### config.mk
export PLATFORM = sky130hd
export DESIGN_NAME = sebfe_target
export DESIGN_NICKNAME = d
export VERILOG_FILES = /design/src/sebfe_target.v
export VERILOG_INCLUDE_DIRS = /design/src /design/src/src
export SDC_FILE = /design/constraint.sdc
export NUM_CORES = 1
export LEC_CHECK = 0
export BUFFER_PORTS_ARGS = -buffer_cell sky130_fd_sc_hd__clkbuf_2
export CAP_MARGIN = 20
export CORE_ASPECT_RATIO = 1.75
export CORE_UTILIZATION = 48
export CTS_BUF_LIST = sky130_fd_sc_hd__clkbuf_4 sky130_fd_sc_hd__clkbuf_8
export DETAILED_ROUTE_END_ITERATION = 7
export PLACE_DENSITY = 0.75
export SYNTH_ARGS = -nofsm -noshare
export SYNTH_HDL_FRONTEND = slang
export SYNTH_SLANG_ARGS = --single-unit
### constraint.sdc
create_clock -name clock -period 4.65 [get_ports clock]
set_input_delay 0.2325 -clock clock [delete_from_list [all_inputs] [get_ports clock]]
set_output_delay 0.2325 -clock clock [all_outputs]
set_load 0.005 [all_outputs]
### src/sebfe_consts.vh
// Constants for the two-wire bus front end of the serial memory
`ifndef SEBFE_CONSTS_VH
`define SEBFE_CONSTS_VH

// System clock rate in Hz
`define SEBFE_CLOCK_HZ 25000000
// Internal write cycle, longest time in ms
`define SEBFE_INTERNAL_WRITE_TIME_MS 5
// Cycles of the internal write cycle, rounded down
`define SEBFE_WRITE_CYCLES (`SEBFE_INTERNAL_WRITE_TIME_MS * (`SEBFE_CLOCK_HZ / 1000))

// Upper nibble of the device address word
`define SEBFE_SEL_ARRAY 4'hA
`define SEBFE_SEL_SERIAL 4'hB
// Required pattern in first word address bits 3..2 for serial access
`define SEBFE_SN_WA1_PAT 2'h2
// Data returned when the serial area is addressed wrongly
`define SEBFE_SN_BAD_DATA 8'hFF
// Data of the upper half of the 32-byte serial area
`define SEBFE_SN_PAD_DATA 8'h00

// Role of the byte being received
`define SEBFE_KIND_DEV 2'h0
`define SEBFE_KIND_WA1 2'h1
`define SEBFE_KIND_WA2 2'h2
`define SEBFE_KIND_DATA 2'h3

// Bits in a word, and reset values
`define SEBFE_BITS_PER_WORD 4'h8
`define SEBFE_PTR_RESET 12'h000

`endif

### src/sebfe_target.v
// Two-wire bus target front end with serial number area and write cycle timer
// Functional notes
// - Data changes only while clock low
// - Falling data with clock high is start
// - Rising data with clock high is stop
// - Eight-bit words MSB first, ninth-clock acknowledge
// - Standby after reset, after a stop with no write, and after the write cycle
// - First byte upper nibble 1010 selects array
// - Address bits three to one match straps
// - Lowest address bit selects read or write
// - Mismatch gives no acknowledge, back to standby
// - Upper nibble 1011 selects serial number area
// - Serial access reads; write only loads pointer
// - Serial number area never written
// - First word address holds bits eleven to eight
// - Second word address holds bits seven to zero
// - Write cycle starts at stop, lasts 5 ms
// - Bus ignored during internal write cycle
// - Sample on clock rise, launch after fall
// - Write protect blocks writes, reads still work
// - Page write advances only low five bits
`timescale 1ns/1ns
`include "sebfe_consts.vh"

module sebfe_target #(
	parameter WRITE_CYCLES = `SEBFE_WRITE_CYCLES,
	parameter [127:0] SERIAL_NUMBER = 128'h0123456789ABCDEF0123456789ABCDEF // Arbitrary value
)(
	input wire clock,
	input wire rst,
	input wire scl_in,
	input wire sda_in,
	output wire sda_out,
	output wire sda_oe_n,
	input wire strap_addr_bit2,
	input wire strap_addr_bit1,
	input wire strap_addr_bit0,
	input wire write_protect,
	output wire [11:0] rd_addr,
	input wire [7:0] rd_data,
	output wire wr_valid,
	input wire wr_ready,
	output wire [11:0] wr_addr,
	output wire [7:0] wr_data,
	output wire busy,
	output wire standby
);

	localparam [4:0] ST_IDLE = 5'h01;
	localparam [4:0] ST_RX = 5'h02;
	localparam [4:0] ST_ACK = 5'h04;
	localparam [4:0] ST_TX = 5'h08;
	localparam [4:0] ST_MACK = 5'h10;

	reg scl_s1_reg, scl_s2_reg, scl_d_reg;
	reg sda_s1_reg, sda_s2_reg, sda_d_reg;
	reg [3:0] pins_s1_reg, pins_s2_reg;
	reg [4:0] state_reg;
	reg [1:0] kind_reg;
	reg [3:0] bit_cnt_reg;
	reg [7:0] shift_reg;
	reg [11:0] ptr_reg;
	reg rw_reg;
	reg sn_sel_reg;
	reg sn_bad_reg;
	reg wrote_reg;
	reg mack_reg;
	reg oe_n_reg;
	reg sda_out_reg;
	reg busy_reg;
	reg standby_reg;
	reg [16:0] wcnt_reg;
	reg head_v_reg;
	reg [19:0] head_reg;
	reg spare_v_reg;
	reg [19:0] spare_reg;
	reg ack_ok;
	reg push;
	reg [7:0] tx_byte;
	wire scl_rise, scl_fall, bus_start, bus_stop, pop, in_ready;
	wire [2:0] strap_s;
	wire wp_s;
	wire [6:0] sn_base;
	wire [16:0] wcnt_last;
	wire [31:0] wcycles_full;

	// Next pointer: page mode keeps the upper bits and wraps the low five
	function [11:0] next_ptr;
		input [11:0] p;
		input page;
		begin
			if (page)
				next_ptr = {p[11:5], p[4:0] + 5'h01};
			else
				next_ptr = p + 12'h001;
		end
	endfunction

	// Two flops on every pin before any logic reads it
	always @(posedge clock)
	begin
		if (rst)
		begin
			scl_s1_reg <= 1'b1;
			scl_s2_reg <= 1'b1;
			scl_d_reg <= 1'b1;
			sda_s1_reg <= 1'b1;
			sda_s2_reg <= 1'b1;
			sda_d_reg <= 1'b1;
			pins_s1_reg <= 4'h0;
			pins_s2_reg <= 4'h0;
		end
		else
		begin
			scl_s1_reg <= scl_in;
			scl_s2_reg <= scl_s1_reg;
			scl_d_reg <= scl_s2_reg;
			sda_s1_reg <= sda_in;
			sda_s2_reg <= sda_s1_reg;
			sda_d_reg <= sda_s2_reg;
			pins_s1_reg <= {write_protect, strap_addr_bit2, strap_addr_bit1, strap_addr_bit0};
			pins_s2_reg <= pins_s1_reg;
		end
	end

	// Edges from the synchronised lines; both lines share the same delay
	assign scl_rise = scl_s2_reg & ~scl_d_reg;
	assign scl_fall = ~scl_s2_reg & scl_d_reg;
	assign bus_start = scl_s2_reg & scl_d_reg & sda_d_reg & ~sda_s2_reg;
	assign bus_stop = scl_s2_reg & scl_d_reg & ~sda_d_reg & sda_s2_reg;
	assign strap_s = pins_s2_reg[2:0];
	assign wp_s = pins_s2_reg[3];
	assign sn_base = 7'h7F - {ptr_reg[3:0], 3'h0};
	// Cycle count fits 17 bits for a 5 ms cycle at 25 MHz; wider values would truncate
	assign wcycles_full = WRITE_CYCLES;
	assign wcnt_last = wcycles_full[16:0] - 17'h00001;

	// Acknowledge decision for the byte just received
	always @*
	begin
		ack_ok = 1'b0;
		push = 1'b0;
		case (kind_reg)
			`SEBFE_KIND_DEV:
				ack_ok = ((shift_reg[7:4] == `SEBFE_SEL_ARRAY)
					|| (shift_reg[7:4] == `SEBFE_SEL_SERIAL))
					&& (shift_reg[3:1] == strap_s);
			`SEBFE_KIND_DATA:
			begin
				// Serial area and protected array take the byte but never store it
				push = !sn_sel_reg && !wp_s && in_ready;
				ack_ok = sn_sel_reg || wp_s || in_ready;
			end
			default:
				ack_ok = 1'b1;
		endcase
		if (!(state_reg == ST_RX && scl_fall && bit_cnt_reg == `SEBFE_BITS_PER_WORD))
			push = 1'b0;
	end

	// Byte to send: serial area from the fixed number, array from outside
	always @*
	begin
		if (!sn_sel_reg)
			tx_byte = rd_data;
		else if (sn_bad_reg)
			tx_byte = `SEBFE_SN_BAD_DATA;
		else if (ptr_reg[4])
			tx_byte = `SEBFE_SN_PAD_DATA;
		else
			tx_byte = SERIAL_NUMBER[sn_base -: 8];
	end

	// Bus protocol engine and write cycle timer
	always @(posedge clock)
	begin
		if (rst)
		begin
			state_reg <= ST_IDLE;
			kind_reg <= `SEBFE_KIND_DEV;
			bit_cnt_reg <= 4'h0;
			shift_reg <= 8'h00;
			ptr_reg <= `SEBFE_PTR_RESET;
			rw_reg <= 1'b0;
			sn_sel_reg <= 1'b0;
			sn_bad_reg <= 1'b0;
			wrote_reg <= 1'b0;
			mack_reg <= 1'b0;
			oe_n_reg <= 1'b1;
			sda_out_reg <= 1'b0;
			busy_reg <= 1'b0;
			standby_reg <= 1'b1;
			wcnt_reg <= 17'h00000;
		end
		else if (busy_reg)
		begin
			// Inputs are shut out until the write cycle ends
			state_reg <= ST_IDLE;
			oe_n_reg <= 1'b1;
			wcnt_reg <= wcnt_reg + 17'h00001;
			if (wcnt_reg == wcnt_last)
			begin
				busy_reg <= 1'b0;
				standby_reg <= 1'b1;
			end
		end
		else if (bus_start)
		begin
			// A start restarts except during the write cycle, which also ends a recovery sequence
			state_reg <= ST_RX;
			kind_reg <= `SEBFE_KIND_DEV;
			bit_cnt_reg <= 4'h0;
			oe_n_reg <= 1'b1;
			wrote_reg <= 1'b0;
			standby_reg <= 1'b0;
		end
		else if (bus_stop)
		begin
			state_reg <= ST_IDLE;
			oe_n_reg <= 1'b1;
			wrote_reg <= 1'b0;
			if (wrote_reg)
			begin
				busy_reg <= 1'b1;
				standby_reg <= 1'b0;
				wcnt_reg <= 17'h00000;
			end
			else
				standby_reg <= 1'b1;
		end
		else
		begin
			case (state_reg)
				ST_IDLE:
					oe_n_reg <= 1'b1;
				ST_RX:
				begin
					if (scl_rise && bit_cnt_reg != `SEBFE_BITS_PER_WORD)
					begin
						shift_reg <= {shift_reg[6:0], sda_s2_reg};
						bit_cnt_reg <= bit_cnt_reg + 4'h1;
					end
					if (scl_fall && bit_cnt_reg == `SEBFE_BITS_PER_WORD)
					begin
						if (ack_ok)
						begin
							oe_n_reg <= 1'b0;
							state_reg <= ST_ACK;
						end
						else
						begin
							state_reg <= ST_IDLE;
							standby_reg <= 1'b1;
						end
						case (kind_reg)
							`SEBFE_KIND_DEV:
							begin
								rw_reg <= shift_reg[0];
								sn_sel_reg <= shift_reg[4];
								kind_reg <= `SEBFE_KIND_WA1;
							end
							`SEBFE_KIND_WA1:
							begin
								ptr_reg[11:8] <= shift_reg[3:0];
								sn_bad_reg <= sn_sel_reg
									&& (shift_reg[3:2] != `SEBFE_SN_WA1_PAT);
								kind_reg <= `SEBFE_KIND_WA2;
							end
							`SEBFE_KIND_WA2:
							begin
								ptr_reg[7:0] <= shift_reg;
								kind_reg <= `SEBFE_KIND_DATA;
							end
							default:
							begin
								if (push)
								begin
									ptr_reg <= next_ptr(ptr_reg, 1'b1);
									wrote_reg <= 1'b1;
								end
							end
						endcase
					end
				end
				ST_ACK:
				begin
					if (scl_fall)
					begin
						bit_cnt_reg <= 4'h0;
						if (kind_reg == `SEBFE_KIND_WA1 && rw_reg)
						begin
							// Read: launch first bit after the ninth clock falls
							shift_reg <= tx_byte;
							oe_n_reg <= tx_byte[7];
							ptr_reg <= next_ptr(ptr_reg, sn_sel_reg);
							state_reg <= ST_TX;
						end
						else
						begin
							oe_n_reg <= 1'b1;
							state_reg <= ST_RX;
						end
					end
				end
				ST_TX:
				begin
					if (scl_rise)
						bit_cnt_reg <= bit_cnt_reg + 4'h1;
					if (scl_fall)
					begin
						if (bit_cnt_reg == `SEBFE_BITS_PER_WORD)
						begin
							oe_n_reg <= 1'b1;
							state_reg <= ST_MACK;
						end
						else
						begin
							shift_reg <= {shift_reg[6:0], 1'b0};
							oe_n_reg <= shift_reg[6];
						end
					end
				end
				ST_MACK:
				begin
					if (scl_rise)
						mack_reg <= ~sda_s2_reg;
					if (scl_fall)
					begin
						bit_cnt_reg <= 4'h0;
						if (mack_reg)
						begin
							shift_reg <= tx_byte;
							oe_n_reg <= tx_byte[7];
							ptr_reg <= next_ptr(ptr_reg, sn_sel_reg);
							state_reg <= ST_TX;
						end
						else
							state_reg <= ST_IDLE;
					end
				end
				default:
					state_reg <= ST_IDLE;
			endcase
		end
	end

	// Two-entry write buffer; a full buffer makes the engine withhold its acknowledge
	assign in_ready = !spare_v_reg;
	assign pop = head_v_reg && wr_ready;

	always @(posedge clock)
	begin
		if (rst)
		begin
			head_v_reg <= 1'b0;
			head_reg <= 20'h00000;
			spare_v_reg <= 1'b0;
			spare_reg <= 20'h00000;
		end
		else if (!head_v_reg || pop)
		begin
			if (spare_v_reg)
			begin
				head_reg <= spare_reg;
				head_v_reg <= 1'b1;
				spare_v_reg <= push;
				if (push)
					spare_reg <= {ptr_reg, shift_reg};
			end
			else
			begin
				head_v_reg <= push;
				if (push)
					head_reg <= {ptr_reg, shift_reg};
			end
		end
		else if (push)
		begin
			spare_reg <= {ptr_reg, shift_reg};
			spare_v_reg <= 1'b1;
		end
	end

	// Outputs straight from flops; the pin is open drain, pulled low only
	assign sda_out = sda_out_reg;
	assign sda_oe_n = oe_n_reg;
	assign rd_addr = ptr_reg;
	assign wr_valid = head_v_reg;
	assign wr_addr = head_reg[19:8];
	assign wr_data = head_reg[7:0];
	assign busy = busy_reg;
	assign standby = standby_reg;

endmodule

After elaboration in Yosys (flattened, before gate mapping)
Cells that the tools add are included.
{"block": "word_totals", "register_bits": 112, "inputBits": 17, "output_inout_bits": 37}
{"block": "classes", "n_reduce_logical": 57, "bitwise_logic": 15, "muxes": 86, "shifts": 1, "n_eq_ne": 45, "addsub": 5}
{"operator": "variable part select 135 x 8 -> 8 bit (first input constant)", "count": 1}
{"operator": "two-way mux 20 bit", "count": 5}
{"operator": "two-way mux 8 bit", "count": 10}
{"operator": "two-way mux 12 bit", "count": 6}
{"operator": "two-way mux 17 bit", "count": 4}
{"operator": "AND reduction 11 bit", "count": 4}
{"operator": "case mux 12 bit (3 select lines)", "count": 1}
{"operator": "two-way mux 1 bit", "count": 32}
{"operator": "case mux 8 bit (4 select lines)", "count": 1}
{"operator": "two-way mux 5 bit", "count": 6}
{"operator": "AND reduction 6 bit", "count": 5}
{"operator": "two-way mux 4 bit", "count": 7}
{"operator": "inequality test 2 bit (second input constant)", "count": 14}
{"operator": "case mux 5 bit (5 select lines)", "count": 1}
{"operator": "inequality test 4 bit (second input constant)", "count": 5}
{"operator": "nonzero test 4 bit", "count": 5}
{"operator": "adder 17 x 1 -> 17 bit (second input constant)", "count": 1}
{"operator": "== test 17 bit (second input constant)", "count": 1}
{"operator": "case mux 8 bit (2 select lines)", "count": 1}
{"operator": "AND reduction 5 bit", "count": 3}
{"operator": "adder 12 x 1 -> 12 bit (second input constant)", "count": 1}
{"operator": "== test 4 bit (second input constant)", "count": 3}
{"operator": "two-way mux 2 bit", "count": 6}
{"operator": "case mux 4 bit (3 select lines)", "count": 1}
{"operator": "38 further kinds", "count": 85}

Depth between registers and ports, before layout
Gate-level depths: netlist of run 1.
{"block": "depth", "word_depth": 11, "depth_mapped": 9, "mapped_depth_nobuf": 7}

Worst setup path before layout of run 1
Ideal clock, no wire load.
{"block": "synth_path", "kind": "register to register", "from": "reg state_reg[3]", "to": "reg ptr_reg[1], in the netlist rd_addr[1]", "period_less_slack_ps": 2168, "t_arrival_ps": 2047, "path_buffers": 3, "path_stages_with_launch": 9, "setup_ps": 121, "setup_slack_ps": 2482, "path_cell_list": "dfxtp_1 -> buf_6 -> or3_1 -> buf_2 -> or2_1 -> clkbuf_1 -> o41a_4 -> or3_4 -> mux2_4"}
{"block": "synth_between", "elab_chain_len": 6}
{"item": "from (decl)", "line_no": "sebfe_target.v:58", "text": "reg [4:0] state_reg;"}
{"item": "from (signal assigned)", "line_no": "sebfe_target.v:179", "text": "state_reg <= ST_IDLE;"}
{"item": "from (signal assigned)", "line_no": "sebfe_target.v:198", "text": "state_reg <= ST_IDLE;"}
{"item": "from (signal assigned)", "line_no": "sebfe_target.v:210", "text": "state_reg <= ST_RX;"}
{"item": "== test 5 x 2 -> 1 bit", "line_no": "sebfe_target.v:157, sebfe_target.v:233"}
{"item": "logical AND 1 bit", "line_no": "sebfe_target.v:157", "text": "if (!(state_reg == ST_RX && scl_fall && bit_cnt_reg == `SEBFE_BITS_PER_WORD))"}
{"item": "logical AND 1 bit (no source line)"}
{"item": "two-way mux 1 bit", "line_no": "sebfe_target.v:157"}
{"item": "inequality test 3 x 2 -> 1 bit (no source line)"}
{"item": "AND reduction 11 bit (no source line)"}
{"item": "to (signal assigned)", "line_no": "sebfe_target.v:183", "text": "ptr_reg <= `SEBFE_PTR_RESET;"}
{"item": "to (signal assigned)", "line_no": "sebfe_target.v:271", "text": "ptr_reg[7:0] <= shift_reg;"}
{"item": "to (signal assigned)", "line_no": "sebfe_target.v:278", "text": "ptr_reg <= next_ptr(ptr_reg, 1'b1);"}
{"item": "to (decl)", "line_no": "sebfe_target.v:62", "text": "reg [11:0] ptr_reg;"}
Several ways; a longest one is shown, not always the timed one.
A chain may end at the register's enable or synchronous reset.

Worst setup path in the final report of run 1
{"block": "layout_path", "from": "reg kind_reg[1]", "to": "reg oe_n_reg, in the netlist sda_oe_n"}
{"block": "layout_between", "elab_chain_len": 5}
{"item": "from (decl)", "line_no": "sebfe_target.v:59", "text": "reg [1:0] kind_reg;"}
{"item": "from (signal assigned)", "line_no": "sebfe_target.v:180", "text": "kind_reg <= `SEBFE_KIND_DEV;"}
{"item": "from (signal assigned)", "line_no": "sebfe_target.v:211", "text": "kind_reg <= `SEBFE_KIND_DEV;"}
{"item": "from (signal assigned)", "line_no": "sebfe_target.v:260", "text": "kind_reg <= `SEBFE_KIND_WA1;"}
{"item": "== test 2 x 1 -> 1 bit"}
{"item": "logical AND 1 bit", "line_no": "sebfe_target.v:290", "text": "if (kind_reg == `SEBFE_KIND_WA1 && rw_reg)"}
{"item": "two-way mux 1 bit", "line_no": "sebfe_target.v:290"}
{"item": "two-way mux 1 bit", "line_no": "sebfe_target.v:287", "text": "if (scl_fall)"}
{"item": "case mux 1 bit (5 select lines)", "line_no": "sebfe_target.v:233", "text": "case (state_reg)"}
{"item": "to (signal assigned)", "line_no": "sebfe_target.v:294", "text": "oe_n_reg <= tx_byte[7];"}
{"item": "to (signal assigned)", "line_no": "sebfe_target.v:319", "text": "oe_n_reg <= shift_reg[6];"}
{"item": "to (signal assigned)", "line_no": "sebfe_target.v:333", "text": "oe_n_reg <= tx_byte[7];"}
{"item": "to (decl)", "line_no": "sebfe_target.v:68", "text": "reg oe_n_reg;"}
Several ways; a longest one is shown, not always the timed one. The select of a mux whose other input is x is not followed.

==> results.py, run 1 <==
metrics = {
    "routing": {
        "firstDrtPassIters": 8,
        "vias": 5082,
        "first_iter_violations": 350,
        "drc_errors": 3,
        "drt_wl_total_um": 14700,
        "drtAntennaViolNets": 0,
        "via_per_inst": 6.19,
        "wl_per_cell_um": 17.9,
    },
    "run": {
        "cap_violations": 0,
    },
    "finish": {
        "area_growth_pct": 8.72,
        "drive_above_1_share": 0.149,
        "instances_no_fill": 821,
        "multi_input_area_sq_um": 3270,
        "fillerInstances": 1071,
        "diodes": 0,
        "regArea_sq_um": 2240,
        "fin_nets": 707,
    },
    "global_routing": {
        "grt_pass1_vias": 5036,
        "grt_max_degree": 105,
        "grt_usage": 0.243,
        "overflow": 0,
        "antenna_found_initial": 0,
        "grt_first_pass_wirelength_um": 24300,
    },
    "timing": {
        "slew-limit-headroom": 0.294,
        "tightest_slew_ns": 1.06,
        "rsz0062_at_grt": "false",
        "fmax_ghz": 0.352,
        "fin_skew_ns": 0.0113,
        "slew_violations": 0,
        "min_period_ns": 2.84,
        "report.final.setup_viol": 0,
        "fin_tns_setup_ns": 0,
        "whs_ns": 0.0133,
        "hold_viol_final": 0,
        "fin_crit_sh": 0.611,
    },
    "placed_design": {
        "port_buffers": 52,
        "dp_hpwl_um": 10600,
        "gp_congestion": 0.952,
        "dp_cells": 804,
    },
    "cts": {
        "clock_sinks": 112,
        "clk_pin_slew_ns": 0.11,
        "numCtsBuffers": 9,
        "cts_buffer_depth": 2,
        "cts.repair.resized": 0,
        "cts_tree": "yes",
        "clk_latency_ns": 0.39,
        "htree_levels": 3,
        "cts_root_buffer": "clkbuf_8",
    },
    "power_and_ir_drop": {
        "power.density_nw_per_um2": 267,
        "peakVddDrop_mv": 0.141,
        "p_leak_nw": 2.21,
    },
    "setup_path": {
        "slowest_delay_ns": 0.84,
        "crit_fanout": 6,
        "worst_path_most_repeated_cell": "nor4_1",
        "worst_setup_path_end_kind": "register",
        "path_buf_inv": 1,
        "cp.required_ns": 4.98,
        "worst_ep_arrival_time_ns": 3.17,
        "path_cells": "inv_1 -> ha_1 -> nand4b_1 -> nor4_1 -> nor3_1 -> nor4_1 -> mux2i_1",
        "worstSetupStartpointType": "register",
        "worstSetupPathType": "reg2reg",
        "slowest_stage": "nor4_1",
        "crit_family": "simple AND/OR/NAND/NOR gates",
    },
    "run_status": {
        "violations": "DRC",
        "status": "complete, but fails checks",
    },
    "synthesis": {
        "yosys.area.top_type": "dfxtp_1",
        "yosysTopAreaCellShare": 0.390,
        "syn_area_per_cell_sq_um": 8.75,
        "synth_warnings": 0,
        "synth_nets": 684,
        "netlist_area_sq_um": 5760,
        "ys_seq_area_frac": 0.390,
        "ys_async_sr_fraction": 0,
        "ys_ff_latch": 112,
        "synth_ff_type": "dfxtp_1",
        "ys_types": 72,
        "syn_inst": 658,
        "synth_area_leaders": "dfxtp_1 39%, mux2i_1 9.0%, a21oi_1 4.7%",
        "synth-edff-count": 0,
    },
    "floorplanning": {
        "rows": 52,
        "dieArea_sq_um": 12400,
        "fp.dieH_um": 147,
        "start_util": 0.494,
        "core-area_sq_um": 11600,
        "io_pins": 54,
        "die_x_um": 84.8,
    },
    "min_path": {
        "min_path_type": "in2reg",
    },
}
## cell families (layout without fill, tap and decap cells)
| group | after synthesis | count (layout) | share of synthesized area |
|---|---|---|---|
| AND/OR/NAND/NOR | 241 | 241 | 0.228 |
| AO/OA/AOI/OAI | 158 | 158 | 0.185 |
| flip-flops | 112 | 112 | 0.390 |
| multiplexers | 61 | 61 | 0.109 |
| buffers and inverters | 61 | 89 | 0.0439 |
| XOR/XNOR | 15 | 15 | 0.0241 |
| adder cells (fa/ha/maj) | 9 | 9 | 0.0196 |
| other | 1 | 1 | 0.000652 |
## layer usage
layer | GRT usage | part of all wire | wire length [um]
met1 | 0.273 | 0.41 | 5980
met2 | 0.430 | 0.51 | 7480
met3 | 0.0393 | 0.040 | 583
met4 | 0.138 | 0.044 | 647
met5 | 0 | 0 | 0
## cell usage in the layout (no fill, tap or decap), types with 3 or more instances in the layout
master       n
nand3_1     21
a22oi_1      4
o211ai_1     7
or4_1        3
buf_4        4
nor2b_1     16
o21ai_0     15
mux2i_1     52
nand4b_1     5
o22ai_1      4
and3b_1      3
o21a_1       3
dfxtp_1    112
a31oi_1      8
nor3b_1      5
or3_1       12
ha_1         9
nor2_1      58
o31ai_1      6
clkbuf_8     9
nand2_1     42
xor2_1      12
nor3_1      17
o32ai_1      4
mux2_2       7
nor4_1       4
a21oi_1     54
nand4_1      8
a211oi_1    25
clkbuf_2    51
or2_2        9
nor4b_1      3
a21o_1       3
and3_1       9
nand2b_1     7
a2111oi_0    3
inv_1       16
## worst reg2reg max path, stage by stage, from the launching register on
cell and delay (ns):
dfxtp_1 0.36, inv_1 0.11, ha_1 0.31, nand4b_1 0.14, nor4_1 0.84, nor3_1 0.18
nor4_1 0.59, mux2i_1 0.25
## cell type report
class / instances / share of cell area
clock inverter: 7 / 0.0152
tap: 135 / 0.0270
clock buffer: 9 / 0.0198
timing repair buffer: 57 / 0.0480
multi-input combinational: 485 / 0.522
sequential: 112 / 0.358
inverter: 16 / 0.00960
## cells in the mapped netlist, drive strengths merged, types with 5 or more instances
library cell,count
a211oi,25
a21oi,54
a31oi,8
and3,9
buf,11
clkbuf,34
dfxtp,112
ha,9
inv,16
mux2,9
mux2i,52
nand2,42
nand2b,7
nand3,21
nand4,8
nand4b,5
nor2,59
nor2b,16
nor3,18
nor3b,5
nor4,6
o211ai,7
o21ai,15
o31ai,6
or2,10
or3,14
xor2,12
## path summary, 6_finish.rpt
kind	from	cells after the start	endpoint	slack (ns)
max	kind_reg[1]$_SDFFE_PP0P_	7	sda_oe_n$_SDFFE_PP1P_	1.81
max reg2reg	kind_reg[1]$_SDFFE_PP0P_	7	sda_oe_n$_SDFFE_PP1P_	1.81
min reg2reg	scl_s1_reg$_SDFF_PP1_	1	scl_s2_reg$_SDFF_PP1_	0.44
min	sda_in	2	sda_s1_reg$_SDFF_PP1_	0.01
## metrics by stage
| step | area [sq um] | total power, W | utilization | setup slack, ns |
|---|---|---|---|---|
| global placement | 6030 | 0.00106 | 0.518 | 2.17 |
| floorplan | 5760 | 0.00104 | - | 2.48 |
| finish | 6260 | 0.00167 | 0.537 | 1.81 |
| detailed placement | 6030 | 0.00106 | 0.518 | 2.06 |
| global route | 6260 | 0.00172 | 0.537 | 1.74 |
| CTS | 6260 | 0.00168 | 0.537 | 1.99 |
## timing repair
item / CTS / global route
hold buffers: 1 / 0
hold endpoints to repair: 1 / 0
setup buffers: 0 / 0
setup endpoints to repair: 0 / 0
## power breakdown
part           internal [W]  switching, W
Clock              0.000266      0.000368
Sequential         0.000966    0.00000568
Combinational     0.0000210     0.0000442
Total               0.00125      0.000418
Power figures use the tool's default switching activity.
==> run 2, diff against run 1 <==
--- a/config.mk
+++ b/config.mk
@@ -12,7 +12,7 @@
 export CORE_UTILIZATION = 48
 export CTS_BUF_LIST = sky130_fd_sc_hd__clkbuf_4 sky130_fd_sc_hd__clkbuf_8
 export DETAILED_ROUTE_END_ITERATION = 7
-export PLACE_DENSITY = 0.75
+export PLACE_DENSITY = 0.77
 export SYNTH_ARGS = -nofsm -noshare
 export SYNTH_HDL_FRONTEND = slang
 export SYNTH_SLANG_ARGS = --single-unit
==> constraint.sdc (replaced) <==
create_clock -name clock -period 2.4 [get_ports clock]
set_input_delay 0.12 -clock clock [delete_from_list [all_inputs] [get_ports clock]]
set_output_delay 0.12 -clock clock [all_outputs]
set_load 0.005 [all_outputs]
==> run 2 against run 1 <==
Effect of this change:
- the run still ends with DRC left
- clock power increased by 80%
- count of clock-buffer cells in the layout unchanged
- worst hold slack improved by 0.10 ns
- cell count increased by 4.6%
- sequential share of layout area fell by 1.6 points
- critical path depth rose by 1
==> results.py, run 2 (synthesis gave the netlist of run 1 again) <==
metrics = {
    "run_status": {
        "status": "complete, but fails checks",
        "violations": "DRC",
    },
    "routing": {
        "drc_errors": 3,
        "drt_wl_total_um": 15100,
        "wl_per_cell_um": 17.6,
        "firstDrtPassIters": 8,
        "first_iter_violations": 317,
        "via_per_inst": 6.14,
        "vias": 5275,
        "drtAntennaViolNets": 0,
    },
    "floorplanning": {
        "start_util": 0.494,
        "core-area_sq_um": 11600,
        "io_pins": 54,
        "dieArea_sq_um": 12400,
        "die_x_um": 84.8,
        "fp.dieH_um": 147,
        "rows": 52,
    },
    "setup_path": {
        "path_cells": "inv_1 -> ha_1 -> and3b_1 -> nand4_1 -> nor4_4 -> buf_12 -> mux2i_1 -> nor2_1",
        "crit_family": "simple AND/OR/NAND/NOR gates",
        "worstSetupStartpointType": "register",
        "crit_fanout": 20,
        "slowest_delay_ns": 0.39,
        "worst_setup_path_end_kind": "register",
        "worstSetupPathType": "reg2reg",
        "cp.required_ns": 2.65,
        "worst_ep_arrival_time_ns": 2.53,
        "slowest_stage": "nor4_4",
        "path_buf_inv": 2,
    },
    "global_routing": {
        "grt_max_degree": 105,
        "overflow": 0,
        "grt_pass1_vias": 5121,
        "antenna_found_initial": 0,
        "grt_first_pass_wirelength_um": 24900,
        "grt_usage": 0.249,
    },
    "placed_design": {
        "port_buffers": 52,
        "gp_congestion": 0.890,
        "dp_hpwl_um": 11100,
    },
    "timing": {
        "tightest_slew_ns": 1.04,
        "slew_violations": 0,
        "hold_viol_final": 0,
        "fin_crit_sh": 0.952,
        "slew-limit-headroom": 0.306,
        "report.final.setup_viol": 0,
        "min_period_ns": 2.28,
        "fmax_ghz": 0.438,
        "whs_ns": 0.115,
        "fin_skew_ns": 0.0154,
    },
    "cts": {
        "clock_sinks": 112,
        "cts_root_buffer": "clkbuf_8",
        "clk_pin_slew_ns": 0.11,
        "numCtsBuffers": 9,
        "cts_buffer_depth": 2,
        "htree_levels": 3,
        "clk_latency_ns": 0.39,
        "cts_tree": "yes",
    },
    "finish": {
        "utilization": 0.565,
        "drive_above_1_share": 0.198,
        "layout_commonest_cell": "dfxtp_1",
        "final_cell_mix": "107 x dfxtp_1, 58 x nor2_1, 54 x a21oi_1, 52 x mux2i_1, 51 x clkbuf_2",
        "diodes": 0,
        "area_growth_pct": 14.3,
        "fin_nets": 745,
    },
    "power_and_ir_drop": {
        "peakVddDrop_mv": 0.264,
        "p_leak_nw": 2.40,
        "p_total_w": 0.00317,
        "power.density_nw_per_um2": 482,
    },
    "min_path": {
        "min_path_type": "in2reg",
    },
    "run": {
        "cap_violations": 0,
    },
}
==> run 2: cell types whose count changed in the layout (fill, tap and decap cells not counted), moves of 5 or more <==
cell           previous run  this run
buf_4                     4        36
dfxtp_1                 112       107
dfxtp_2                   0         5
dlygate4sd3_1             1         6
==> run 2: per-layer routing <==
layer / wire length, um / track usage
met3: 663 / 0.0393
met5: 0 / 0
met1: 5880 / 0.275
met4: 633 / 0.136
met2: 7960 / 0.451
==> run 2: cell type report <==
| type | count | area [sq um] |
|---|---|---|
| Clock buffer | 9 | 124 |
| Clock inverter | 7 | 76.3 |
| Fill cell | 1049 | 5070 |
| Inverter | 16 | 60.1 |
| Multi-Input combinational cell | 485 | 3290 |
| Sequential cell | 112 | 2250 |
| Tap cell | 135 | 169 |
| Timing Repair Buffer | 95 | 611 |
==> run 2: path summary, 6_finish.rpt <==
path	startpoint	to	slack (ns)	cells past startpoint
max	bit_cnt_reg[0]$_SDFFE_PP0P_	spare_reg[17]$_SDFFE_PP0P_	0.12	8
min	rst	state_reg[2]$_SDFFE_PP0P_	0.12	4
max reg2reg	bit_cnt_reg[0]$_SDFFE_PP0P_	spare_reg[17]$_SDFFE_PP0P_	0.12	8
min reg2reg	sda_s1_reg$_SDFF_PP1_	sda_s2_reg$_SDFF_PP1_	0.42	1
==> run 2: repair_timing <==
action | in CTS | in global routing
setup endpoints to repair | 0 | 23
setup buffers | 0 | 1
gates resized for setup | 0 | 9
hold buffers | 6 | 0
endpoints found under the hold margin | 6 | 0
==> run 2: metrics by stage <==
stage	cell area (sq um)	cells	setup WS, ns	setup TNS, ns
4_1_cts	6540	858	0.0259	0
2_1_floorplan	5760	658	0.232	0
6_report	6580	859	0.116	0
5_1_grt	6580	859	-0.00689	-0.00991
3_5_place_dp	6280	836	0.0823	0
3_3_place_gp	6280	836	0.140	0
==> run 2: worst register-to-register path, stage by stage, from the launching register on <==
cell and delay (ns):
dfxtp_1 0.37, inv_1 0.08, ha_1 0.17, and3b_1 0.30, nand4_1 0.33, nor4_4 0.39
buf_12 0.22, mux2i_1 0.23, nor2_1 0.05
==> run 2: power breakdown <==
group / internal (W) / leakage [nW] / total [W] / switching (W)
sequential: 0.00187 / 0.908 / 0.00188 / 0.0000109
combinational: 0.0000579 / 1.39 / 0.000147 / 0.0000890
clock: 0.000421 / 0.103 / 0.00114 / 0.000719
